**src/rtl/fwdg_pkg.sv**
```systemverilog
// constants, types and register map of the free-running key watchdog
package fwdg_pkg;

  // ==========================================================================
  // register byte offsets
  localparam logic [7:0] KEY_COMMAND_OFS   = 8'h00;
  localparam logic [7:0] PRESCALE_OFS      = 8'h04;
  localparam logic [7:0] RELOAD_OFS        = 8'h08;
  localparam logic [7:0] UPDATE_STATUS_OFS = 8'h0c;
  localparam logic [7:0] DEBUG_CTRL_OFS    = 8'h10;
  localparam logic [7:0] WATCH_STATUS_OFS  = 8'h14;

  // ==========================================================================
  // key command codes
  localparam logic [15:0] KEY_UNLOCK = 16'h5555;
  localparam logic [15:0] KEY_START  = 16'hcccc;
  localparam logic [15:0] KEY_RELOAD = 16'haaaa;

  // ==========================================================================
  // field positions and widths
  localparam int KEY_W        = 16;
  localparam int PSEL_W       = 3;
  localparam int RELOAD_W     = 12;
  localparam int PDIV_W       = 8;
  localparam int STAT_PVU_BIT = 0;
  localparam int STAT_RVU_BIT = 1;
  localparam int DBG_FRZ_BIT  = 0;
  localparam int WST_RUN_BIT  = 16;
  localparam int WST_UNL_BIT  = 17;

  // ==========================================================================
  // reset values and timing counts
  localparam logic [PSEL_W-1:0]   PSEL_RST     = 3'h0;
  localparam logic [RELOAD_W-1:0] RELOAD_RST   = 12'hfff;
  localparam logic [PSEL_W-1:0]   PSEL_MAX     = 3'h6;
  localparam logic [1:0]          UPD_EDGES    = 2'h2;  // osc edges to carry an update across
  localparam logic [1:0]          STRAP_CYCLES = 2'h3;  // sync depth before the strap is read
  localparam logic [31:0]         INVALID_RD   = 32'h00000000;
  localparam logic [1:0]          RESP_OKAY    = 2'h0;
  localparam logic [1:0]          RESP_SLVERR  = 2'h2;

  // ==========================================================================
  // watchdog states, one-hot
  typedef enum logic [2:0] {
    FWDG_IDLE  = 3'b001,
    FWDG_RUN   = 3'b010,
    FWDG_FIRED = 3'b100
  } fwdg_state_t;

  // update progress carried as one group
  typedef struct packed {
    logic       busy;
    logic [1:0] edges;
  } fwdg_upd_t;

endpackage

```
**src/rtl/fwdg_top.sv**
```systemverilog
// free-running key watchdog with an AXI4-Lite register slave
//
// How it works
// prescaler then twelve-bit down-counter on ticks
// start key enables counting, never stops
// counter at zero raises system reset
// reload key loads reload value any time; here only while running, ignored when idle
// prescale and reload writable only after unlock
// any other key relocks those registers
// option strap starts watchdog at power-on
// update busy bit set while crossing
// freeze bit stops counting during debug halt
// select codes divide 4 to 256, 111=256
// prescale busy set, reads return invalid
// sixteen-bit write-only key selects command
// software waits for busy clear first
// /4 at 32 kHz: 0.125 to 512 ms
// counts from its own low-speed oscillator
// twelve-bit reload, resets to all ones
// status bits: reload bit1, prescale bit0
// start loads counter and clears prescaler
//
// The AXI4-Lite slave port was left to the implementer.
`timescale 1ns/1ps
module fwdg_top
  import fwdg_pkg::*;
(
  input  wire logic        CLK_SYS,
  input  wire logic        ARST_N,
  input  wire logic        AWVALID,
  output logic             AWREADY,
  input  wire logic [7:0]  AWADDR,
  input  wire logic        WVALID,
  output logic             WREADY,
  input  wire logic [31:0] WDATA,
  input  wire logic [3:0]  WSTRB,
  output logic             BVALID,
  input  wire logic        BREADY,
  output logic [1:0]       BRESP,
  input  wire logic        ARVALID,
  output logic             ARREADY,
  input  wire logic [7:0]  ARADDR,
  output logic             RVALID,
  input  wire logic        RREADY,
  output logic [31:0]      RDATA,
  output logic [1:0]       RRESP,
  input  wire logic        LOW_SPEED_OSC,
  input  wire logic        HW_WATCHDOG_OPT,
  input  wire logic        DEBUG_HALTED,
  output logic             SYS_RESET_REQ
);

  // ==========================================================================
  // helper functions

  // divider minus one for a select code
  function automatic logic [PDIV_W-1:0] div_limit(input logic [PSEL_W-1:0] sel);
    logic [PSEL_W-1:0] s;
    s = (sel > PSEL_MAX) ? PSEL_MAX : sel;
    div_limit = PDIV_W'((9'h004 << s) - 9'h001);
  endfunction

  // merge a write word into an old word by byte strobes
  function automatic logic [31:0] strb_merge(input logic [31:0] old_w, input logic [31:0] new_w,
                                             input logic [3:0] strb);
    logic [31:0] r;
    r = old_w;
    for (int i = 0; i < 4; i++) begin
      if (strb[i]) begin
        r[8*i +: 8] = new_w[8*i +: 8];
      end
    end
    strb_merge = r;
  endfunction

  // ==========================================================================
  // declarations
  logic                aw_full_q, w_full_q;
  logic [7:0]          aw_addr_q;
  logic [31:0]         w_data_q;
  logic [3:0]          w_strb_q;
  logic                awready_q, wready_q, bvalid_q, arready_q, rvalid_q;
  logic [1:0]          bresp_q, rresp_q;
  logic [31:0]         rdata_q;
  logic                osc_s1_q, osc_s2_q, osc_s3_q, osc_f_q;
  logic                hlt_s1_q, hlt_s2_q, hlt_s3_q, hlt_f_q;
  logic                opt_s1_q, opt_s2_q, opt_s3_q;
  logic [1:0]          strap_cnt_q;
  logic                strap_done_q;
  logic                unlock_q;
  logic                freeze_q;
  logic [PSEL_W-1:0]   psel_sw_q, psel_act_q;
  logic [RELOAD_W-1:0] rld_sw_q, rld_act_q;
  fwdg_upd_t           pupd_q, rupd_q;
  logic [PDIV_W-1:0]   pdiv_q;
  logic [RELOAD_W-1:0] cnt_q;
  fwdg_state_t         state_q, state_d;
  logic                sysrst_q;

  // ==========================================================================
  // bus decode
  wire         wr_go    = aw_full_q && w_full_q && !bvalid_q;
  wire  [31:0] wr_word  = strb_merge(32'h00000000, w_data_q, w_strb_q);
  wire         wr_key   = wr_go && (aw_addr_q == KEY_COMMAND_OFS);
  wire         wr_pre   = wr_go && (aw_addr_q == PRESCALE_OFS);
  wire         wr_rld   = wr_go && (aw_addr_q == RELOAD_OFS);
  wire         wr_dbg   = wr_go && (aw_addr_q == DEBUG_CTRL_OFS);
  wire         wr_map   = wr_key || wr_pre || wr_rld || wr_dbg
                          || (aw_addr_q == UPDATE_STATUS_OFS) || (aw_addr_q == WATCH_STATUS_OFS);
  wire  [15:0] key_val  = wr_word[KEY_W-1:0];
  wire         cmd_unl  = wr_key && (key_val == KEY_UNLOCK);
  wire         cmd_start = wr_key && (key_val == KEY_START);
  wire         cmd_rld  = wr_key && (key_val == KEY_RELOAD);
  wire         pre_ok   = wr_pre && unlock_q;
  wire         rld_ok   = wr_rld && unlock_q;
  wire         rd_go    = ARVALID && arready_q;

  // read data selection
  logic [31:0] rd_word;
  logic        rd_map;
  always_comb begin
    rd_word = 32'h00000000;
    rd_map  = 1'b1;
    case (ARADDR)
      KEY_COMMAND_OFS:   rd_word = 32'h00000000;
      PRESCALE_OFS:      rd_word = pupd_q.busy ? INVALID_RD : {29'h0, psel_sw_q};
      RELOAD_OFS:        rd_word = rupd_q.busy ? INVALID_RD : {20'h0, rld_sw_q};
      UPDATE_STATUS_OFS: begin
        rd_word[STAT_RVU_BIT] = rupd_q.busy;
        rd_word[STAT_PVU_BIT] = pupd_q.busy;
      end
      DEBUG_CTRL_OFS:    rd_word[DBG_FRZ_BIT] = freeze_q;
      WATCH_STATUS_OFS:  begin
        rd_word[RELOAD_W-1:0] = cnt_q;
        rd_word[WST_RUN_BIT]  = (state_q == FWDG_RUN);
        rd_word[WST_UNL_BIT]  = unlock_q;
      end
      default:           rd_map = 1'b0;
    endcase
  end

  // ==========================================================================
  // write address and data capture, taken in either order
  always_ff @(posedge CLK_SYS or negedge ARST_N) begin
    if (!ARST_N) begin
      aw_full_q <= 1'b0;
      awready_q <= 1'b1;
      aw_addr_q <= 8'h00;
    end else if (AWVALID && awready_q) begin
      aw_full_q <= 1'b1;
      awready_q <= 1'b0;
      aw_addr_q <= AWADDR;
    end else if (bvalid_q && BREADY) begin
      aw_full_q <= 1'b0;
      awready_q <= 1'b1;
    end
  end

  always_ff @(posedge CLK_SYS or negedge ARST_N) begin
    if (!ARST_N) begin
      w_full_q <= 1'b0;
      wready_q <= 1'b1;
      w_data_q <= 32'h00000000;
      w_strb_q <= 4'h0;
    end else if (WVALID && wready_q) begin
      w_full_q <= 1'b1;
      wready_q <= 1'b0;
      w_data_q <= WDATA;
      w_strb_q <= WSTRB;
    end else if (bvalid_q && BREADY) begin
      w_full_q <= 1'b0;
      wready_q <= 1'b1;
    end
  end

  // write response, unmapped offsets answer with an error
  always_ff @(posedge CLK_SYS or negedge ARST_N) begin
    if (!ARST_N) begin
      bvalid_q <= 1'b0;
      bresp_q  <= RESP_OKAY;
    end else if (wr_go) begin
      bvalid_q <= 1'b1;
      bresp_q  <= wr_map ? RESP_OKAY : RESP_SLVERR;
    end else if (BREADY) begin
      bvalid_q <= 1'b0;
    end
  end

  // read channel, one read at a time
  always_ff @(posedge CLK_SYS or negedge ARST_N) begin
    if (!ARST_N) begin
      arready_q <= 1'b1;
      rvalid_q  <= 1'b0;
      rdata_q   <= 32'h00000000;
      rresp_q   <= RESP_OKAY;
    end else if (rd_go) begin
      arready_q <= 1'b0;
      rvalid_q  <= 1'b1;
      rdata_q   <= rd_word;
      rresp_q   <= rd_map ? RESP_OKAY : RESP_SLVERR;
    end else if (rvalid_q && RREADY) begin
      arready_q <= 1'b1;
      rvalid_q  <= 1'b0;
    end
  end

  // ==========================================================================
  // pin synchronisers, a change counts once stages two and three agree
  always_ff @(posedge CLK_SYS or negedge ARST_N) begin
    if (!ARST_N) begin
      {osc_s1_q, osc_s2_q, osc_s3_q, osc_f_q} <= 4'h0;
      {hlt_s1_q, hlt_s2_q, hlt_s3_q, hlt_f_q} <= 4'h0;
      {opt_s1_q, opt_s2_q, opt_s3_q}          <= 3'h0;
    end else begin
      {osc_s1_q, osc_s2_q, osc_s3_q} <= {LOW_SPEED_OSC, osc_s1_q, osc_s2_q};
      {hlt_s1_q, hlt_s2_q, hlt_s3_q} <= {DEBUG_HALTED, hlt_s1_q, hlt_s2_q};
      {opt_s1_q, opt_s2_q, opt_s3_q} <= {HW_WATCHDOG_OPT, opt_s1_q, opt_s2_q};
      if (osc_s2_q == osc_s3_q) begin
        osc_f_q <= osc_s3_q;
      end
      if (hlt_s2_q == hlt_s3_q) begin
        hlt_f_q <= hlt_s3_q;
      end
    end
  end

  // oscillator rising edge drives all watchdog timing
  wire osc_edge = (osc_s2_q == osc_s3_q) && osc_s3_q && !osc_f_q;
  wire frozen   = freeze_q && hlt_f_q;
  wire pre_tick = osc_edge && !frozen && (pdiv_q == div_limit(psel_act_q));
  wire strap_go = !strap_done_q && (strap_cnt_q == STRAP_CYCLES) && opt_s2_q && opt_s3_q;

  // strap sampled once after the synchroniser has filled
  always_ff @(posedge CLK_SYS or negedge ARST_N) begin
    if (!ARST_N) begin
      strap_cnt_q  <= 2'h0;
      strap_done_q <= 1'b0;
    end else if (strap_cnt_q != STRAP_CYCLES) begin
      strap_cnt_q <= strap_cnt_q + 2'h1;
    end else begin
      strap_done_q <= 1'b1;
    end
  end

  // ==========================================================================
  // unlock flag and debug control
  always_ff @(posedge CLK_SYS or negedge ARST_N) begin
    if (!ARST_N) begin
      unlock_q <= 1'b0;
      freeze_q <= 1'b0;
    end else begin
      if (wr_key) begin
        unlock_q <= cmd_unl;
      end
      if (wr_dbg) begin
        freeze_q <= wr_word[DBG_FRZ_BIT];
      end
    end
  end

  // software copies and their carry into the counting logic
  always_ff @(posedge CLK_SYS or negedge ARST_N) begin
    if (!ARST_N) begin
      psel_sw_q  <= PSEL_RST;
      psel_act_q <= PSEL_RST;
      pupd_q     <= '0;
    end else if (pre_ok) begin
      psel_sw_q <= wr_word[PSEL_W-1:0];
      pupd_q    <= '{busy: 1'b1, edges: 2'h0};
    end else if (pupd_q.busy && osc_edge) begin
      if (pupd_q.edges == UPD_EDGES - 2'h1) begin
        psel_act_q <= psel_sw_q;
        pupd_q     <= '0;
      end else begin
        pupd_q.edges <= pupd_q.edges + 2'h1;
      end
    end
  end

  always_ff @(posedge CLK_SYS or negedge ARST_N) begin
    if (!ARST_N) begin
      rld_sw_q  <= RELOAD_RST;
      rld_act_q <= RELOAD_RST;
      rupd_q    <= '0;
    end else if (rld_ok) begin
      rld_sw_q <= wr_word[RELOAD_W-1:0];
      rupd_q   <= '{busy: 1'b1, edges: 2'h0};
    end else if (rupd_q.busy && osc_edge) begin
      if (rupd_q.edges == UPD_EDGES - 2'h1) begin
        rld_act_q <= rld_sw_q;
        rupd_q    <= '0;
      end else begin
        rupd_q.edges <= rupd_q.edges + 2'h1;
      end
    end
  end

  // ==========================================================================
  // watchdog state: idle until started, running cannot be left by software
  always_comb begin
    state_d = state_q;
    case (state_q)
      FWDG_IDLE:  if (cmd_start || strap_go) state_d = FWDG_RUN;
      FWDG_RUN:   if (pre_tick && cnt_q == '0 && !cmd_rld) state_d = FWDG_FIRED;
      FWDG_FIRED: state_d = FWDG_FIRED;
      default:    state_d = FWDG_IDLE;
    endcase
  end

  always_ff @(posedge CLK_SYS or negedge ARST_N) begin
    if (!ARST_N) begin
      state_q  <= FWDG_IDLE;
      sysrst_q <= 1'b0;
    end else begin
      state_q  <= state_d;
      sysrst_q <= sysrst_q || (state_d == FWDG_FIRED);
    end
  end

  // prescaler and down-counter
  always_ff @(posedge CLK_SYS or negedge ARST_N) begin
    if (!ARST_N) begin
      pdiv_q <= '0;
      cnt_q  <= RELOAD_RST;
    end else if (state_q == FWDG_IDLE) begin
      if (cmd_start || strap_go) begin
        pdiv_q <= '0;
        cnt_q  <= rld_act_q;
      end
    end else if (state_q == FWDG_RUN) begin
      if (osc_edge && !frozen) begin
        pdiv_q <= pre_tick ? '0 : pdiv_q + 1'b1;
      end
      if (cmd_rld) begin
        cnt_q <= rld_act_q;
      end else if (pre_tick && cnt_q != '0) begin
        cnt_q <= cnt_q - 1'b1;
      end
    end
  end

  // ==========================================================================
  // outputs
  assign AWREADY       = awready_q;
  assign WREADY        = wready_q;
  assign BVALID        = bvalid_q;
  assign BRESP         = bresp_q;
  assign ARREADY       = arready_q;
  assign RVALID        = rvalid_q;
  assign RDATA         = rdata_q;
  assign RRESP         = rresp_q;
  assign SYS_RESET_REQ = sysrst_q;

endmodule

```
**config.mk**
```make
export PLATFORM = sky130hd
export DESIGN_NAME = fwdg_top
export DESIGN_NICKNAME = d
export VERILOG_FILES = /design/src/rtl/fwdg_pkg.sv /design/src/rtl/fwdg_top.sv
export SDC_FILE = /design/constraint.sdc
export NUM_CORES = 1
export LEC_CHECK = 0
export BUFFER_PORTS_ARGS = -buffer_cell sky130_fd_sc_hd__buf_2
export CORE_MARGIN = 2
export CORE_UTILIZATION = 51
export CTS_CLUSTER_SIZE = 12
export DETAILED_ROUTE_END_ITERATION = 6
export PLACE_DENSITY_LB_ADDON = 0.12
export SLEW_MARGIN = 40
export SYNTH_ARGS = -nofsm -noshare
export SYNTH_HDL_FRONTEND = slang
export SYNTH_SLANG_ARGS = --single-unit
```
**constraint.sdc**
```tcl
create_clock -name CLK_SYS -period 2.4 [get_ports CLK_SYS]
set_input_delay 0.12 -clock CLK_SYS [delete_from_list [all_inputs] [get_ports CLK_SYS]]
set_output_delay 0.12 -clock CLK_SYS [all_outputs]
set_load 0.05 [all_outputs]
```
After elaboration in Yosys (flattened, before gate mapping):

Index checks and enable logic that the tools add are counted.
W data, S select, Z words.

* $add $sub $neg: 6
* magnitude comparators: 1
* eq/ne operators: 25
* shift operators: 1
* multiplexer cells: 45
* bitwise logic cells: 2
* reduce and logical (&&, ||, !) cells: 63

Operators with widths (count)
* $mux W12: 6
* $mux W8: 7
* $eq A16 B16 Y1 const B: 2
* $eq A8 B4 Y1 const B: 4
* $eq A8 B5 Y1 const B: 4
* $pmux W10 S3: 1
* $logic_and A1 B1 Y1: 29
* $mux W3: 8
* $reduce_bool A2 Y1: 10
* $eq A16 B15 Y1 const B: 1
* $eq A8 B3 Y1 const B: 2
* $logic_not A8 Y1: 2
* $mux W1: 15
* $logic_not A12 Y1: 1
* $reduce_and A3 Y1: 4
* $reduce_bool A12 Y1: 1
* $sub A12 B1 Y12 const B: 1
* $pmux W3 S3: 1
* $add A8 B1 Y8 const B: 1
* $eq A8 B8 Y1: 1
* $mux W2: 4
* $shl A3 B3 Y8 const A: 1
* $sub A8 B1 Y8 const B: 1
* $logic_or A1 B1 Y1: 7
* 17 further kinds: 29

* bits in registers: 145
* bits of input ports: 62
* output and inout bits: 42
* word-level logic and storage cells: 183

Depth between registers and ports, before layout:

* word-level depth: 12
* mapped depth: 11

Worst setup path before layout:

OpenSTA, ideal clock, no wires.

* path type: register to register
* from: register cnt_q[0]
* to: register cnt_q[5]
* library setup time: 0.083 ns
* data arrival time: 2.256 ns
* slack: 0.061 ns
* stages on the path, launching flop included: 11
* period minus slack after synthesis: 2.339 ns
* path through: dfstp_2 > inv_1 > ha_1 > or3b_1 > or4_4 > or3_1 > o211ai_2 > a21oi_4 > buf_6 > a21oi_1 > a21oi_1

* longest elaborated chain between the ends: 5
* elaborated cells between the ends (all ways): 9
* classes of those cells: add/sub: 1; mux: 4; reduce/logical: 4

RTL lines
* from (decl): line fwdg_top.sv:96 `logic [RELOAD_W-1:0] cnt_q;`
* from (signal assigned): line fwdg_top.sv:328 `cnt_q <= rld_act_q;`
* from (signal assigned): line fwdg_top.sv:335 `cnt_q <= rld_act_q;`
* from (signal assigned): line fwdg_top.sv:337 `cnt_q <= cnt_q - 1'b1;`
* $sub A12 B1 Y12: line fwdg_top.sv:337
* $mux W12: line fwdg_top.sv:336 `end else if (pre_tick && cnt_q != '0) begin`
* $mux W12: line fwdg_top.sv:334 `if (cmd_rld) begin`
* $mux W12: line fwdg_top.sv:330 `end else if (state_q == FWDG_RUN) begin`
* $mux W12: line fwdg_top.sv:325 `end else if (state_q == FWDG_IDLE) begin`

Parallel ways exist; a longest one is shown, timed or not. The select of a mux whose other input is x is not followed.
A chain may end at the register's enable or synchronous reset.

Final worst setup path:

* from: register cnt_q[0]
* to: register cnt_q[9]

Same word-level chain as after synthesis.

==> impl_results.md <==
- Status: finished, violations left
- Violated checks: negative setup slack
- Total CTS buffers: 17
- Layout Cells excl Fill: approximately 840
- Routability congestion estimate: just under 0.8
- CP arrival: around 2800 ps
- Clock sink count: approximately 130
- Area leader, netlist: dfrtp_1
- Longest Clk Path Bufs: 2
- Share of layout cells above drive strength 1: 35.5%
- Die span in y: 111 um
- Pin count of the biggest net entering global routing: 58
- Critical Path RT: ~2700 ps
- Die width: ~110 um
- Static Leak: around 3.4 nW
- Clock insertion delay at the later pin of the skew report: roughly 420 ps
- Fillers: between 800 and 900
- Placed cells: 761
- CP endpoint kind: flip-flop
- Nets: between 700 and 800
- DP HPWL: 8620 um
- Cell Pwr Density: approximately 900 nW/um^2
- Post-DR vias/cell: between 5 and 6
- RSZ-0062 raised after global routing: yes
- Initial core utilization: between 50% and 60%
- Grt total ovfl: 0
- Pre-CTS setup slack: -128 ps
- Post-synth EDFFs: 0
- Post-synthesis async set-or-reset flop share: 100%
- Max IR drop VDD: 0.000878 V
- Final Critical Period: approximately 2400 ps
- N_diodes: 0
- Synth top area cells: dfrtp_1 (36%), dfstp_2 (18%), mux2_2 (8.4%)
- Initial antenna violation count: 0
- Synth Cell Area: slightly below 6000 um^2
- Dominant synthesized flop cell: dfrtp_1
- Crit Path Class: reg2reg
- Clk slew on worst S/H paths: 60 ps
- Multi-input logic area: between 2000 and 3000 um^2
- Nature of the critical path startpoint: flip-flop
- Yosys top cell area share: roughly 36%
- Port bufs: 65
- DR pass1 iterations: 4
- Ys Warns: 0
- Synthesized instance count: 548
- Fin crit share: 102%
- Vias in the first global route: 4476
- Worst Path Max Fanout: 6
- Routed wire per std cell: 15.6 um
- I/O pin count: around 100
- Vias: around 4500
- Design area: between 7000 and 8000 um^2
- FF/Latch Area: 3180 um^2
- Worst Slack Setup Final: -39.6 ps
- Root buffer cell: clkbuf_16
- Final setup vio count: 11
- Clk_skew: just under 7 ps
- DRC errors left: 0
- Max cap viols: 0
- H-tree level count: 4
- Total Power: roughly 7 mW
- Core Area: about 11000 um^2
- Yosys reg bits: 125
- Worst slew pin tran: 758 ps
- Iter 0 DRT Violations: ~190
- Setup TNS: -314 ps
- Antenna Nets Post-Route: 0
- First-pass GRT wire length: around 22000 um
- Fmax: slightly above 400 MHz
- Max transition margin: slightly below 50%
- GRT Util Overall: about 22%
- Area grow syn2layout: 29.4%
- Row cnt: 39
- Seq/Total Area, Yosys: a little over half
- TritonCTS clock tree: built
- Die area: 12400 um^2
- Routed WL: 13000 um
- Pins Over Slew Limit: 0
- Placed inst area: between 6000 and 7000 um^2
- Post-synthesis cell type count: roughly 60
- Worst hold path class: in2reg
- Mapped Avg Cell Area: 10.7 um^2
- Hold Fails Final Rpt: 0
-- power breakdown --
| group | internal [mW] | switching [mW] |
|---|---|---|
| Combinational | 0.549 | 0.635 |
| Sequential | 2.45 | 0.265 |
| Clock | 2.03 | 0.907 |
| Total | 5.02 | 1.81 |
-- state kept, by name, indices dropped and copies added (netlist names), 3 cells and up --
| register | cells |
|---|---|
| psel_sw_q | 3 |
| state_q | 3 |
| RDATA | 14 |
| rld_sw_q | 12 |
| cnt_q | 12 |
| psel_act_q | 3 |
| w_data_q | 16 |
| rupd_q | 3 |
| pupd_q | 3 |
| pdiv_q | 8 |
| rld_act_q | 12 |
| aw_addr_q | 8 |
-- stage by stage --
step	hold slack, ps	util, %
after floorplan	-176	-
after global placement	124	56.6
after detailed placement	131	56.6
after CTS	23.6	66.6
after global routing	51.9	67.2
final	40.1	67.2
-- cell usage in the layout, fill, tap and decap left out, types with 3 or more instances in the layout --
| cell | synthesis | layout |
|---|---|---|
| nor4_1 | 3 | 3 |
| nor2_1 | 19 | 19 |
| or2_2 | 3 | 3 |
| nand2_1 | 80 | 80 |
| xnor2_1 | 4 | 4 |
| conb_1 | 1 | 20 |
| dfrtp_1 | 85 | 85 |
| nor3_1 | 11 | 11 |
| and3_1 | 8 | 8 |
| a21oi_2 | 0 | 10 |
| o21ai_1 | 4 | 5 |
| buf_2 | 2 | 64 |
| bufinv_16 | 0 | 6 |
| a21oi_1 | 26 | 16 |
| ha_1 | 4 | 3 |
| or3_1 | 4 | 3 |
| a22oi_1 | 11 | 11 |
| o2111ai_1 | 3 | 3 |
| and2_1 | 6 | 5 |
| dlygate4sd3_1 | 0 | 36 |
| buf_4 | 20 | 29 |
| o21ai_0 | 55 | 54 |
| clkinv_2 | 0 | 3 |
| dfstp_2 | 40 | 40 |
| mux2i_1 | 6 | 6 |
| inv_1 | 11 | 9 |
| clkbuf_8 | 0 | 3 |
| nand4_1 | 5 | 5 |
| a22o_1 | 5 | 5 |
| mux2_2 | 44 | 44 |
| nand2b_1 | 8 | 8 |
| a21oi_4 | 1 | 3 |
| clkbuf_16 | 0 | 17 |
| nand3_1 | 15 | 15 |
| nor2b_1 | 8 | 8 |
-- cell families (layout without fill, tap and decap cells) --
group                    Yosys count  after routing  share of synthesized area [%]
flip-flops                       125            125                           54.1
buffers and inverters             51            174                           5.21
adder cells (fa/ha/maj)            5              5                           1.02
AND/OR/NAND/NOR                  191            191                           17.2
AO/OA/AOI/OAI                    121            123                           12.4
XOR/XNOR                           4              4                          0.596
other                              1             20                         0.0638
multiplexers                      50             50                           9.45
-- critical path, stage by stage (launching register included) --
cell      delay (ps)
dfstp_2          380
inv_2             70
ha_4             130
or3b_4           370
or4_4            450
or3_4            410
o211ai_4         170
a21oi_4          170
a21oi_1          150
a21oi_1           50
-- synthesized netlist by cell type, types with 2 or more instances --
| cell type | instances |
|---|---|
| o21a_1 | 3 |
| a22oi_1 | 11 |
| buf_2 | 2 |
| o31ai_1 | 2 |
| nor4bb_1 | 2 |
| nor2b_1 | 8 |
| nand3_1 | 15 |
| nand3b_1 | 2 |
| or3_1 | 4 |
| nand2_1 | 80 |
| mux2i_1 | 6 |
| ha_1 | 4 |
| or4_4 | 2 |
| o21ai_0 | 55 |
| buf_6 | 5 |
| dfstp_2 | 40 |
| dfrtp_1 | 85 |
| and3_1 | 8 |
| a21oi_1 | 26 |
| or2_2 | 3 |
| nand4_1 | 5 |
| nor4b_1 | 2 |
| o21ai_1 | 4 |
| buf_4 | 20 |
| nor4_4 | 2 |
| nand2b_1 | 8 |
| xnor2_1 | 4 |
| inv_1 | 11 |
| a22o_1 | 5 |
| o2111ai_1 | 3 |
| nor3_1 | 11 |
| and2_1 | 6 |
| mux2_2 | 44 |
| clkbuf_1 | 13 |
| nor4_1 | 3 |
| nor2_1 | 19 |
-- cell type report --
type	count	share of cell area, %
clock buffer	21	6.18
clock inverter	11	2.78
inverter	11	0.543
multi-input combinational	393	34.0
sequential	125	41.8
tap	143	2.35
timing repair buffer	131	12.3
-- routing by layer --
layer	GRT usage (%)	vias up	share of wire, %
met1	29.4	2187	46
met2	34.7	145	48
met5	0	-	0
met3	5.06	13	4.9
met4	10.9	0	1.6
li1	-	2180	-
-- worst paths after layout --
path                                start   endpoint  slack (ps)  cells after the start
worst max-delay path             cnt_q[0]   cnt_q[9]         -40                      9
worst min-delay path            ARADDR[6]   RDATA[1]          40                      4
worst max register to register   cnt_q[0]   cnt_q[9]         -40                      9
worst min register to register   hlt_s1_q   hlt_s2_q         350                      0
max in group asynchronous          ARST_N    AWREADY        1360                      3
min in group asynchronous          ARST_N  pdiv_q[6]         210                      2
-- what timing repair did --
item	4_1_cts	5_1_grt
buffers inserted	1	3
hold buffers	36	0
hold endpoints to repair	58	0
gates cloned	2	0
gates resized for setup	16	11
pin swaps	5	6
endpoints found under the setup margin	17	19
No activity file was read; power rests on OpenSTA's default activity.
